File: src/rtl/cab_defs.svh
`ifndef CAB_DEFS_SVH
`define CAB_DEFS_SVH
// What this block does
// (RQ1) Set-bits ORs register with mask, updates Z N V S, one cycle.
// (RQ2) Clear-bits ANDs register with inverted mask, sets Z N V S, one cycle.
// (RQ3) Test ANDs register with itself, value kept, Z N V S, one cycle.
// (RQ4) Multiplies (UU, SS, SU) put 16-bit product in R1:R0, Z C, two cycles.
// (RQ5) Fractional multiplies shift product left one, same flags and timing.
// (RQ6) DES step encrypts with H clear, decrypts with H set, 1 or 2 cycles.
// (RQ7) Pointer jump: PC low from Z, PC bits 21..16 cleared, two cycles.
// (RQ8) Extended pointer jump: PC low from Z, high from extension, two cycles.
// (RQ9) Pointer call pushes return, PC from Z, upper zero, 2 or 3 cycles.
// (RQ10) Extended pointer call pushes return, high bits from extension, 3 cycles.
// (RQ11) Compare-skip: equal registers skip next 1 or 2 words, flags kept.
// (RQ12) Register bit skips test bit b, skip on clear or set, flags untouched.
// (RQ13) I/O bit skips test bit b of I/O value, two to four cycles.
// (RQ14) Branch on flag set adds k plus one to PC; one or two cycles.
// (RQ15) False skip or branch continues sequentially with the least cycle count.
`define CAB_IDX_CTRL   4'h0
`define CAB_IDX_OPER   4'h1
`define CAB_IDX_FLAGS  4'h2
`define CAB_IDX_ZPTR   4'h3
`define CAB_IDX_PC     4'h4
`define CAB_IDX_RESULT 4'h5
`define CAB_IDX_STATE  4'h6
`define CAB_IDX_RET    4'h7
`define CAB_IDX_DESLO  4'h8
`define CAB_IDX_DESHI  4'h9
`define CAB_IDX_IO     4'ha
`define CAB_CTRL_GO    31
`define CAB_FLAG_C     3'h0
`define CAB_FLAG_Z     3'h1
`define CAB_FLAG_N     3'h2
`define CAB_FLAG_V     3'h3
`define CAB_FLAG_S     3'h4
`define CAB_FLAG_H     3'h5
`define CAB_OPER_TWO   27
`define CAB_OPER_WIDE  28
`define CAB_CYC_1      3'h1
`define CAB_CYC_2      3'h2
`define CAB_CYC_3      3'h3
`define CAB_CYC_4      3'h4
`define CAB_PC_ONE     22'h000001
`define CAB_PC_TWO     22'h000002
`define CAB_PC_THREE   22'h000003
`define CAB_PC_RST     22'h000000
`endif

File: src/rtl/cab_pkg.sv
package cab_pkg;
    typedef enum logic [4:0] {
        set_bits_op, clear_bits_op, test_zero_minus_op,
        multiply_unsigned_op, multiply_signed_op, multiply_mixed_sign_op,
        fractional_multiply_op, fractional_signed_op,
        fractional_mixed_multiply_op, des_step_op,
        pointer_jump_op, extended_pointer_jump_op,
        pointer_call_op, extended_pointer_call_op,
        compare_skip_equal_op, skip_reg_bit_clear_op, skip_reg_bit_set_op,
        skip_io_bit_clear_op, skip_io_bit_set_op, branch_flag_set_op
    } cab_op_e;
    typedef enum logic {
        cab_idle = 1'b0,
        cab_run  = 1'b1
    } cab_state_e;
endpackage : cab_pkg

File: src/rtl/cab_exec.sv
// Decided for this implementation: the Avalon-MM register port and the register addresses.
`timescale 1ns/1ps
`include "cab_defs.svh"
module cab_exec (
    input  wire logic        clock_in,
    input  wire logic        rst_in,
    input  wire logic [5:0]  avs_address_in,
    input  wire logic        avs_read_in,
    input  wire logic        avs_write_in,
    input  wire logic [31:0] avs_writedata_in,
    input  wire logic [3:0]  avs_byteenable_in,
    output logic      [31:0] avs_readdata_out,
    output logic             avs_waitrequest_out,
    output logic             exec_busy_out
);
    // Byte-lane merge of a write into a stored word
    function automatic logic [31:0] merge(input logic [31:0] old,
                                          input logic [31:0] wd,
                                          input logic [3:0]  be);
        logic [31:0] r;
        r = old;
        for (int i = 0; i < 4; i++) begin
            if (be[i]) begin
                r[i*8 +: 8] = wd[i*8 +: 8];
            end
        end
        return r;
    endfunction : merge

    // Logic-result flags: Z N V S, V forced low
    function automatic logic [7:0] logic_flags(input logic [7:0] f,
                                               input logic [7:0] res);
        logic [7:0] r;
        r = f;
        r[`CAB_FLAG_Z] = (res == 8'h00);
        r[`CAB_FLAG_N] = res[7];
        r[`CAB_FLAG_V] = 1'b0;
        r[`CAB_FLAG_S] = res[7];
        return r;
    endfunction : logic_flags

    // Feistel round function for the DES step
    function automatic logic [31:0] round_f(input logic [31:0] h,
                                            input logic [7:0]  k);
        return {h[30:0], h[31]} ^ {4{k}};
    endfunction : round_f

    logic              wait_reg;
    logic [31:0]       rdata_reg;
    cab_pkg::cab_state_e state_reg;
    logic [2:0]        cnt_reg;
    logic [4:0]        op_reg;
    logic [28:0]       oper_reg;
    logic [7:0]        flags_reg;
    logic [21:0]       zptr_reg;
    logic [21:0]       pc_reg;
    logic [7:0]        res_reg;
    logic [15:0]       prod_reg;
    logic [21:0]       ret_reg;
    logic [63:0]       des_reg;
    logic [7:0]        io_reg;
    logic              skip_reg;
    logic              last_des_reg;
    logic [2:0]        taken_reg;

    logic              req;
    logic              wr_ok;
    logic [3:0]        idx;
    logic              go;
    logic [7:0]        rd;
    logic [7:0]        rr;
    logic [7:0]        kk;
    logic [2:0]        bsel;
    logic [8:0]        a9;
    logic [8:0]        b9;
    logic [17:0]       p18;
    logic [15:0]       prod;
    logic [7:0]        res_next;
    logic [7:0]        flags_next;
    logic [15:0]       prod_next;
    logic [21:0]       pc_next;
    logic [63:0]       des_next;
    logic [2:0]        cyc_next;
    logic              skip_next;
    logic              wr_res;
    logic              wr_prod;
    logic              wr_ret;
    logic [21:0]       seq_pc;
    logic [21:0]       skip_pc;
    logic [21:0]       br_off;

    assign req   = avs_read_in | avs_write_in;
    assign wr_ok = avs_write_in & ~wait_reg;
    assign idx   = avs_address_in[5:2];
    assign go    = wr_ok & (idx == `CAB_IDX_CTRL)
                 & avs_writedata_in[`CAB_CTRL_GO] & avs_byteenable_in[3]
                 & (state_reg == cab_pkg::cab_idle);
    assign rd    = oper_reg[7:0];
    assign rr    = oper_reg[15:8];
    assign kk    = oper_reg[23:16];
    assign bsel  = oper_reg[26:24];
    assign seq_pc  = pc_reg + `CAB_PC_ONE;
    assign skip_pc = pc_reg + (oper_reg[`CAB_OPER_TWO] ? `CAB_PC_THREE
                                                       : `CAB_PC_TWO);
    assign br_off  = {{15{kk[6]}}, kk[6:0]};

    // Sign extension per multiply flavour
    always_comb begin
        unique case (cab_pkg::cab_op_e'(op_reg))
            cab_pkg::multiply_signed_op, cab_pkg::fractional_signed_op: begin
                a9 = {rd[7], rd};
                b9 = {rr[7], rr};
            end
            cab_pkg::multiply_mixed_sign_op,
            cab_pkg::fractional_mixed_multiply_op: begin
                a9 = {rd[7], rd};
                b9 = {1'b0, rr};
            end
            default: begin
                a9 = {1'b0, rd};
                b9 = {1'b0, rr};
            end
        endcase
    end
    assign p18  = {{9{a9[8]}}, a9} * {{9{b9[8]}}, b9};
    assign prod = p18[15:0];

    // Result, flags, PC and cycle count of the held instruction
    always_comb begin
        res_next   = res_reg;
        flags_next = flags_reg;
        prod_next  = prod_reg;
        pc_next    = seq_pc;
        des_next   = des_reg;
        cyc_next   = `CAB_CYC_1;
        skip_next  = 1'b0;
        wr_res     = 1'b0;
        wr_prod    = 1'b0;
        wr_ret     = 1'b0;
        unique case (cab_pkg::cab_op_e'(op_reg))
            cab_pkg::set_bits_op: begin
                res_next   = rd | kk; // [RQ1]
                flags_next = logic_flags(flags_reg, rd | kk); // [RQ1]
                wr_res     = 1'b1;
            end
            cab_pkg::clear_bits_op: begin
                res_next   = rd & ~kk; // [RQ2]
                flags_next = logic_flags(flags_reg, rd & ~kk); // [RQ2]
                wr_res     = 1'b1;
            end
            cab_pkg::test_zero_minus_op: begin
                res_next   = rd & rd; // [RQ3]
                flags_next = logic_flags(flags_reg, rd); // [RQ3]
                wr_res     = 1'b1;
            end
            cab_pkg::multiply_unsigned_op, cab_pkg::multiply_signed_op,
            cab_pkg::multiply_mixed_sign_op: begin
                prod_next = prod; // [RQ4]
                flags_next[`CAB_FLAG_C] = prod[15];
                flags_next[`CAB_FLAG_Z] = (prod == 16'h0000);
                cyc_next  = `CAB_CYC_2; // [RQ4]
                wr_prod   = 1'b1;
            end
            cab_pkg::fractional_multiply_op, cab_pkg::fractional_signed_op,
            cab_pkg::fractional_mixed_multiply_op: begin
                prod_next = {prod[14:0], 1'b0}; // [RQ5]
                flags_next[`CAB_FLAG_C] = prod[15]; // [RQ5]
                flags_next[`CAB_FLAG_Z] = (prod[14:0] == 15'h0000);
                cyc_next  = `CAB_CYC_2; // [RQ5]
                wr_prod   = 1'b1;
            end
            cab_pkg::des_step_op: begin
                if (flags_reg[`CAB_FLAG_H]) begin
                    des_next = {des_reg[31:0] ^ round_f(des_reg[63:32], kk),
                                des_reg[63:32]}; // [RQ6]
                end else begin
                    des_next = {des_reg[31:0],
                                des_reg[63:32] ^ round_f(des_reg[31:0], kk)};
                end
                cyc_next = last_des_reg ? `CAB_CYC_1 : `CAB_CYC_2; // [RQ6]
            end
            cab_pkg::pointer_jump_op: begin
                pc_next  = {6'h00, zptr_reg[15:0]}; // [RQ7]
                cyc_next = `CAB_CYC_2; // [RQ7]
            end
            cab_pkg::extended_pointer_jump_op: begin
                pc_next  = zptr_reg; // [RQ8]
                cyc_next = `CAB_CYC_2; // [RQ8]
            end
            cab_pkg::pointer_call_op: begin
                pc_next  = {6'h00, zptr_reg[15:0]}; // [RQ9]
                wr_ret   = 1'b1; // [RQ9]
                cyc_next = oper_reg[`CAB_OPER_WIDE] ? `CAB_CYC_3
                                                    : `CAB_CYC_2; // [RQ9]
            end
            cab_pkg::extended_pointer_call_op: begin
                pc_next  = zptr_reg; // [RQ10]
                wr_ret   = 1'b1; // [RQ10]
                cyc_next = `CAB_CYC_3; // [RQ10]
            end
            cab_pkg::compare_skip_equal_op: begin
                skip_next = (rd == rr); // [RQ11]
            end
            cab_pkg::skip_reg_bit_clear_op: begin
                skip_next = ~rd[bsel]; // [RQ12]
            end
            cab_pkg::skip_reg_bit_set_op: begin
                skip_next = rd[bsel]; // [RQ12]
            end
            cab_pkg::skip_io_bit_clear_op: begin
                skip_next = ~io_reg[bsel]; // [RQ13]
                cyc_next  = `CAB_CYC_2; // [RQ13]
            end
            cab_pkg::skip_io_bit_set_op: begin
                skip_next = io_reg[bsel]; // [RQ13]
                cyc_next  = `CAB_CYC_2;
            end
            cab_pkg::branch_flag_set_op: begin
                if (flags_reg[bsel]) begin
                    pc_next  = seq_pc + br_off; // [RQ14]
                    cyc_next = `CAB_CYC_2; // [RQ14]
                end
            end
            default: begin
                cyc_next = `CAB_CYC_1;
            end
        endcase
        if (skip_next) begin
            pc_next  = skip_pc; // [RQ11] [RQ12] [RQ13]
            cyc_next = cyc_next + (oper_reg[`CAB_OPER_TWO] ? `CAB_CYC_2
                                                          : `CAB_CYC_1);
        end
    end

    // Bus handshake: one wait cycle per access
    always_ff @(posedge clock_in or posedge rst_in) begin
        if (rst_in) begin
            wait_reg <= 1'b1;
        end else begin
            wait_reg <= ~(req & wait_reg);
        end
    end

    // Read data captured in the wait cycle
    always_ff @(posedge clock_in or posedge rst_in) begin
        if (rst_in) begin
            rdata_reg <= 32'h00000000;
        end else if (avs_read_in & wait_reg) begin
            unique case (idx)
                `CAB_IDX_CTRL:   rdata_reg <= {27'h0000000, op_reg};
                `CAB_IDX_OPER:   rdata_reg <= {3'h0, oper_reg};
                `CAB_IDX_FLAGS:  rdata_reg <= {24'h000000, flags_reg};
                `CAB_IDX_ZPTR:   rdata_reg <= {10'h000, zptr_reg};
                `CAB_IDX_PC:     rdata_reg <= {10'h000, pc_reg};
                `CAB_IDX_RESULT: rdata_reg <= {8'h00, res_reg, prod_reg};
                `CAB_IDX_STATE:  rdata_reg <= {27'h0000000, taken_reg,
                                               skip_reg, state_reg};
                `CAB_IDX_RET:    rdata_reg <= {10'h000, ret_reg};
                `CAB_IDX_DESLO:  rdata_reg <= des_reg[31:0];
                `CAB_IDX_DESHI:  rdata_reg <= des_reg[63:32];
                `CAB_IDX_IO:     rdata_reg <= {24'h000000, io_reg};
                default:         rdata_reg <= 32'h00000000;
            endcase
        end
    end

    // Sequencer: start, count up, finish
    always_ff @(posedge clock_in or posedge rst_in) begin
        if (rst_in) begin
            state_reg <= cab_pkg::cab_idle;
            cnt_reg   <= `CAB_CYC_1;
        end else if (go) begin
            state_reg <= cab_pkg::cab_run;
            cnt_reg   <= `CAB_CYC_1;
        end else if (state_reg == cab_pkg::cab_run) begin
            cnt_reg <= cnt_reg + `CAB_CYC_1;
            if (cnt_reg == cyc_next) begin
                state_reg <= cab_pkg::cab_idle;
            end
        end
    end

    logic done;
    assign done = (state_reg == cab_pkg::cab_run) & (cnt_reg == cyc_next);

    // Software-written operands, ignored while running
    always_ff @(posedge clock_in or posedge rst_in) begin
        if (rst_in) begin
            op_reg   <= 5'h00;
            oper_reg <= 29'h00000000;
            zptr_reg <= 22'h000000;
            io_reg   <= 8'h00;
        end else if (wr_ok && state_reg == cab_pkg::cab_idle) begin
            unique case (idx)
                `CAB_IDX_CTRL: op_reg <= 5'(merge({27'h0, op_reg},
                    avs_writedata_in, avs_byteenable_in));
                `CAB_IDX_OPER: oper_reg <= 29'(merge({3'h0, oper_reg},
                    avs_writedata_in, avs_byteenable_in));
                `CAB_IDX_ZPTR: zptr_reg <= 22'(merge({10'h0, zptr_reg},
                    avs_writedata_in, avs_byteenable_in));
                `CAB_IDX_IO: io_reg <= 8'(merge({24'h0, io_reg},
                    avs_writedata_in, avs_byteenable_in));
                default: io_reg <= io_reg;
            endcase
        end
    end

    // Architectural state: software write when idle, update at finish
    always_ff @(posedge clock_in or posedge rst_in) begin
        if (rst_in) begin
            flags_reg <= 8'h00;
            pc_reg    <= `CAB_PC_RST;
            des_reg   <= 64'h0000000000000000;
        end else if (done) begin
            flags_reg <= flags_next;
            pc_reg    <= pc_next; // [RQ15]
            des_reg   <= des_next;
        end else if (wr_ok && state_reg == cab_pkg::cab_idle) begin
            unique case (idx)
                `CAB_IDX_FLAGS: flags_reg <= 8'(merge({24'h0, flags_reg},
                    avs_writedata_in, avs_byteenable_in));
                `CAB_IDX_PC: pc_reg <= 22'(merge({10'h0, pc_reg},
                    avs_writedata_in, avs_byteenable_in));
                `CAB_IDX_DESLO: des_reg[31:0] <= merge(des_reg[31:0],
                    avs_writedata_in, avs_byteenable_in);
                `CAB_IDX_DESHI: des_reg[63:32] <= merge(des_reg[63:32],
                    avs_writedata_in, avs_byteenable_in);
                default: pc_reg <= pc_reg;
            endcase
        end
    end

    // Results of the finished instruction
    always_ff @(posedge clock_in or posedge rst_in) begin
        if (rst_in) begin
            res_reg      <= 8'h00;
            prod_reg     <= 16'h0000;
            ret_reg      <= `CAB_PC_RST;
            skip_reg     <= 1'b0;
            last_des_reg <= 1'b0;
            taken_reg    <= 3'h0;
        end else if (done) begin
            if (wr_res) res_reg <= res_next;
            if (wr_prod) prod_reg <= prod_next;
            if (wr_ret) ret_reg <= seq_pc;
            skip_reg     <= skip_next;
            last_des_reg <= (op_reg == 5'(cab_pkg::des_step_op));
            taken_reg    <= cyc_next;
        end
    end

    assign avs_readdata_out    = rdata_reg;
    assign avs_waitrequest_out = wait_reg;
    assign exec_busy_out       = state_reg;
endmodule : cab_exec

File: config.mk
export PLATFORM = sky130hd
export DESIGN_NAME = cab_exec
export DESIGN_NICKNAME = d
export VERILOG_FILES = /design/src/rtl/cab_pkg.sv /design/src/rtl/cab_exec.sv
export VERILOG_INCLUDE_DIRS = /design/src /design/src/rtl
export SDC_FILE = /design/constraint.sdc
export NUM_CORES = 1
export LEC_CHECK = 0
export ABC_AREA = 0
export BUFFER_PORTS_ARGS = -buffer_cell sky130_fd_sc_hd__buf_2
export CAP_MARGIN = 30
export CORE_ASPECT_RATIO = 1.2
export CORE_MARGIN = 2
export CORE_UTILIZATION = 47
export DETAILED_ROUTE_END_ITERATION = 10
export PLACE_DENSITY_LB_ADDON = 0.15
export REMOVE_ABC_BUFFERS = 1
export SLEW_MARGIN = 25
export SYNTH_ARGS = -nofsm -noshare
export SYNTH_HDL_FRONTEND = slang
export SYNTH_SLANG_ARGS = --single-unit
export TNS_END_PERCENT = 5
File: constraint.sdc
create_clock -name clock_in -period 11.95 [get_ports clock_in]
set_input_delay 1.195 -clock clock_in [delete_from_list [all_inputs] [get_ports clock_in]]
set_output_delay 1.195 -clock clock_in [all_outputs]
set_load 0.05 [all_outputs]
# == After elaboration in Yosys (flattened, before gate mapping) ==
# Index checks and enable logic that the tools add are counted.
# W data, S select, Z words.
# word_totals
word_cells,208
regBits,246
in_bits,46
out_inout_bits,34
# op_classes
multipliers,1
n_bitwise,23
magnitude_cmp,1
add_sub_neg,5
reduce_logical,57
mux,49
n_eq_ne,38
# ops
operator,count
$pmux W32 S11,1
$mux W64,4
$xor A32 B32 Y32,4
$mux W22,5
$pmux W22 S3,1
$mux W32,2
$mux W8,7
$reduce_and A4 Y1,11
$reduce_and A3 Y1,14
$eq A5 B4 Y1 const B,8
$pmux W16 S2,1
$logic_not A8 Y1,3
$pmux W8 S3,1
$add A22 B1 Y22 const B,1
$add A22 B2 Y22,1
$add A22 B22 Y22,1
$reduce_bool A2 Y1,11
$eq A5 B3 Y1 const B,4
$eq A5 B5 Y1 const B,4
$pmux W2 S5,2
$mux W9,2
$and A8 B8 Y8,2
$eq A4 B3 Y1 const B,4
$logic_not A16 Y1,1
40 further kinds,79

# == Longest topological paths before layout ==
# logic_depth
word_depth,10
mapped_depth,26
depth_no_buf,24

# == Worst setup path after synthesis ==
# OpenSTA, ideal clock, no wires.
# synth_path
path_kind,register to register
startpoint,register op_reg[3]
endpoint,register flags_reg[1]
slack_ns,4.822
period_less_slack_ns,7.128
setup_ns,0.064
required_time_ns,11.886
stages_incl_launch_ff,22
n_path_buf,2
t_arrival_ns,7.064
path_cell_list,dfrtp_1 > clkbuf_1 > clkbuf_1 > or4b_2 > o21a_1 > nor3_1 > nand2_1 > fa_1 > fa_1 > fa_1 > inv_1 > fa_1 > ha_1 > ha_1 > and3_1 > a221o_1 > o41ai_1 > xnor2_1 > or4_1 > a211o_1 > a31oi_1 > mux2_2
# synth_between
elab_chain_cells,9
elab_cells_between_ends,43
cone_classes,add/sub (1); mul (1); eq/ne (21); mux (7); bitwise (1); reduce/logical (12)
# synth_rtl
item,line,source
from (decl),cab_exec.sv:52,logic [4:0] op_reg;
from (signal assigned),cab_exec.sv:295,"`CAB_IDX_CTRL: op_reg <= 5'(merge({27'h0, op_reg},"
branches (longest 9 deep; another with $mul A9 B9 Y16),--,
to (signal assigned),cab_exec.sv:315,flags_reg <= flags_next;
to (signal assigned),cab_exec.sv:320,"`CAB_IDX_FLAGS: flags_reg <= 8'(merge({24'h0, flags_reg},"
to (decl),cab_exec.sv:54,logic [7:0] flags_reg;
# Parallel ways; which one is timed is not known. The select of a mux whose other input is x is not followed.
# A chain may end at the register's enable or synchronous reset.

# == Worst setup path in the final report ==
# Same ends and word-level chain as after synthesis.

==> impl_metrics.toml <==
[worst_setup_path]
cp_max_fo = 19
slowest_delay_ns = 0.76
worst_ep_required_time_ns = 12.47
cp_top_family = "adder cells"
r2r_slack_ns = 4.28
crit_path_start_kind = "flip-flop"
crit_buf_inv = 2
r2r-end = "flags_reg[1]"
r2r_start = "op_reg[3]"
crit_arrival_ns = 8.19
critPathCaptureType = "flip-flop"
reg2reg_depth = 20
crit_type = "reg -> reg"
cp_slowest_cell = "fa_1"
crit_chain = "or4b_2 > o21a_1 > nor3_1 > buf_4 > nand2_1 > fa_1 > fa_1 > fa_1 > inv_1 > fa_1 > ha_1 > ha_1 > and3_1 > a221o_1 > o41ai_1 > xnor2_1 > or4_1 > a211o_1 > a31oi_1 > mux2_2"
worst_path_most_repeated_cell = "fa_1"

[route]
finalWirelength_mm = 62.6
post_drt_wl_per_cell_um = 24.5
ant_nets = 0
drc = 0
drt-pass1-iter-count = 5
via_per_inst = 6.20
vias = 15825
drt_iter0_markers = 1412

[floorplanning]
num_rows = 81
core_area_um2 = 40600
initial_core_util_pct = 47.5
die_w_um = 189
die_area_um2 = 42700
io_pins = 80
die_h_um = 226

[logic_synthesis]
synth.most_common_cell = "dfrtp_1"
synth_xor_area_share_pct = 8.87
synth_common_cells = "dfrtp_1, mux2_2, nand2_1"
muxShareOfSynthArea_pct = 16.3
synth_area_leaders = "dfrtp_1, mux2_2, fa_1"
synthesis.area_um2 = 19300
synth_top_family_by_area = "multiplexers"
ys_ff_latch = 246
ys_seq_area_share_pct = 31.9
synth_warnings = 0
synthAdderAreaFrac_pct = 11.1
syn_inst = 1978
synth_edf_count = 0
synth-compound-area-share_pct = 14.5
synth.distinct_cells = 82
yosys.area_share.simple_pct = 12.5
synth_top_flop_cell = "dfrtp_1"
yosys.area.top_type = "dfrtp_1"
ys_async_sr_fraction_pct = 100
syn_avg_cell_area_um2 = 9.76
synth_top_area_share_pct = 31.6

[hold_path]
min_path_type = "reg -> reg"
hp-start = "avs_readdata_out[24]"
min_to = "avs_readdata_out[24]"
min_path_cells = 2

[timing]
finalMaxSlewViolations = 0
rsz0062_at_grt = "false"
tightest_slew_ns = 1.02
hold_ws_ns = 0.474
final.min_clock_period_ns = 7.67
final-setup-viol-count = 0
slew_headroom_pct = 31.8
fin_tns_setup_ns = 0
fin_crit_sh_pct = 64.2
hold_viol = 0
finalClockSkew_ns = 0.0294
max_freq_mhz = 130

[final_layout]
design_area_um2 = 21200
nets = 2169
n_fill_cell = 3760
fin_util_pct = 52.2
largest_reg_flops = 64
antennaDiodeCount = 0
syn_to_final_growth_pct = 9.83
drive_gt1_share_pct = 21.9

[pwr]
powerDensity_nw_per_um2 = 177
internal_power_mw = 2.21
cellLeakagePower_nw = 9.52
pwr-share-comb_pct = 40.1
vdd_drop_max_mv = 0.122
power.share.clock_pct = 24.7
seqPwrFrac_pct = 35.2
p_sw_mw = 1.53
p_sw_share_pct = 40.9

[cts]
clk_pin_slew_ns = 0.06
insertion_delay_ns = 0.57
post-cts-setup-buffers = 0
numCtsBuffers = 28
postCtsHoldBufs = 0
cts.path.max_buffers = 3
ctsRootBufferMaster = "clkbuf_16"
htreeDepth = 1
clock_sinks = 246
ctsResizeCount = 0
cts_tree = "yes"

[place]
gp_congestion = 0.950
port_buffers = 77
placed_cell_area_um2 = 20200
post-dp-hpwl_mm = 44.2

[status]
status = "finished, final reports clean"

[global_route]
grt_pass1_wl_mm = 96.8
antenna_found_initial = 0
grt_overflow_total = 0
grt_max_degree = 124
grt_pass1_vias = 15839
track_usage_pct = 29.6

[flow_run]
maxCapViolCount = 0
-- worst max path at each step --
stage	from	end	slack, ns	depth (start not counted)
after floorplan	flags_reg[5]	des_reg[10]	3.82	14
after global placement	op_reg[3]	flags_reg[1]	4.33	24
after detailed placement	op_reg[3]	flags_reg[1]	4.33	20
after CTS	op_reg[3]	flags_reg[1]	4.28	20
after global routing	op_reg[3]	flags_reg[1]	3.97	24
final	op_reg[3]	flags_reg[1]	4.28	20
-- power groups by stage --
stage / clock network [mW] / registers, mW / logic [mW]
after floorplan: 0 / 1.27 / 1.07
after global placement: 0 / 1.32 / 1.45
after detailed placement: 0 / 1.32 / 1.48
after CTS: 0.939 / 1.31 / 1.49
after global routing: 0.972 / 1.34 / 1.66
final: 0.924 / 1.32 / 1.50
-- through the flow --
step | power, mW | setup WS [ns] | std cells
after floorplan | 2.34 | 3.82 | 1847
after global placement | 2.77 | 4.33 | 2496
after detailed placement | 2.80 | 4.33 | 2496
after CTS | 3.74 | 4.28 | 2548
after global routing | 3.97 | 3.97 | 2552
final | 3.75 | 4.28 | 2552
-- metal layers --
metal  global-route usage [%]  routed length (µm)  vias up
li1                         -                   -     7087
met1                     39.9               26800     8037
met2                     49.0               29900      584
met3                     3.17                3560      117
met4                     11.1                2250        0
met5                        0                   0        -
-- final cells by class --
cell class | count | area, µm² | share of cell area, %
clock buffer | 31 | 722 | 3.40
clock inverter | 21 | 253 | 1.19
inverter | 111 | 424 | 2.00
multi-input combinational | 1490 | 12300 | 57.9
sequential | 246 | 6160 | 29.0
tap | 539 | 674 | 3.18
timing repair buffer | 114 | 694 | 3.27
-- kinds of logic (layout without fill, tap and decap cells) --
logic type | Yosys count | after routing
xor+xnor | 194 | 194
compound gates | 393 | 393
flops | 246 | 246
simple gates | 501 | 501
fa+ha+maj | 132 | 132
buf+inv | 242 | 277
mux | 270 | 270
-- cell usage in the layout (no fill, tap or decap), types with 61 or more instances in the layout --
cell type	instances
o21ai_0	70
dfrtp_1	243
ha_1	67
xnor2_1	106
nor2_1	116
mux2_2	209
nand2_1	155
xor2_1	87
a22oi_1	61
inv_1	110
buf_2	77
and2_1	63
fa_1	65
-- worst register-to-register path: cells and delay by family (launching register included) --
| family | cells | cell delay (ns) |
|---|---|---|
| flip-flops | 1 | 0.72 |
| AO/OA/AOI/OAI | 5 | 1.39 |
| XOR/XNOR | 1 | 0.18 |
| multiplexers | 1 | 0.16 |
| AND/OR/NAND/NOR | 5 | 1.95 |
| buffers and inverters | 2 | 0.31 |
| adder cells (fa/ha/maj) | 6 | 2.89 |
Note: power is estimated with default switching activity, not from simulation.
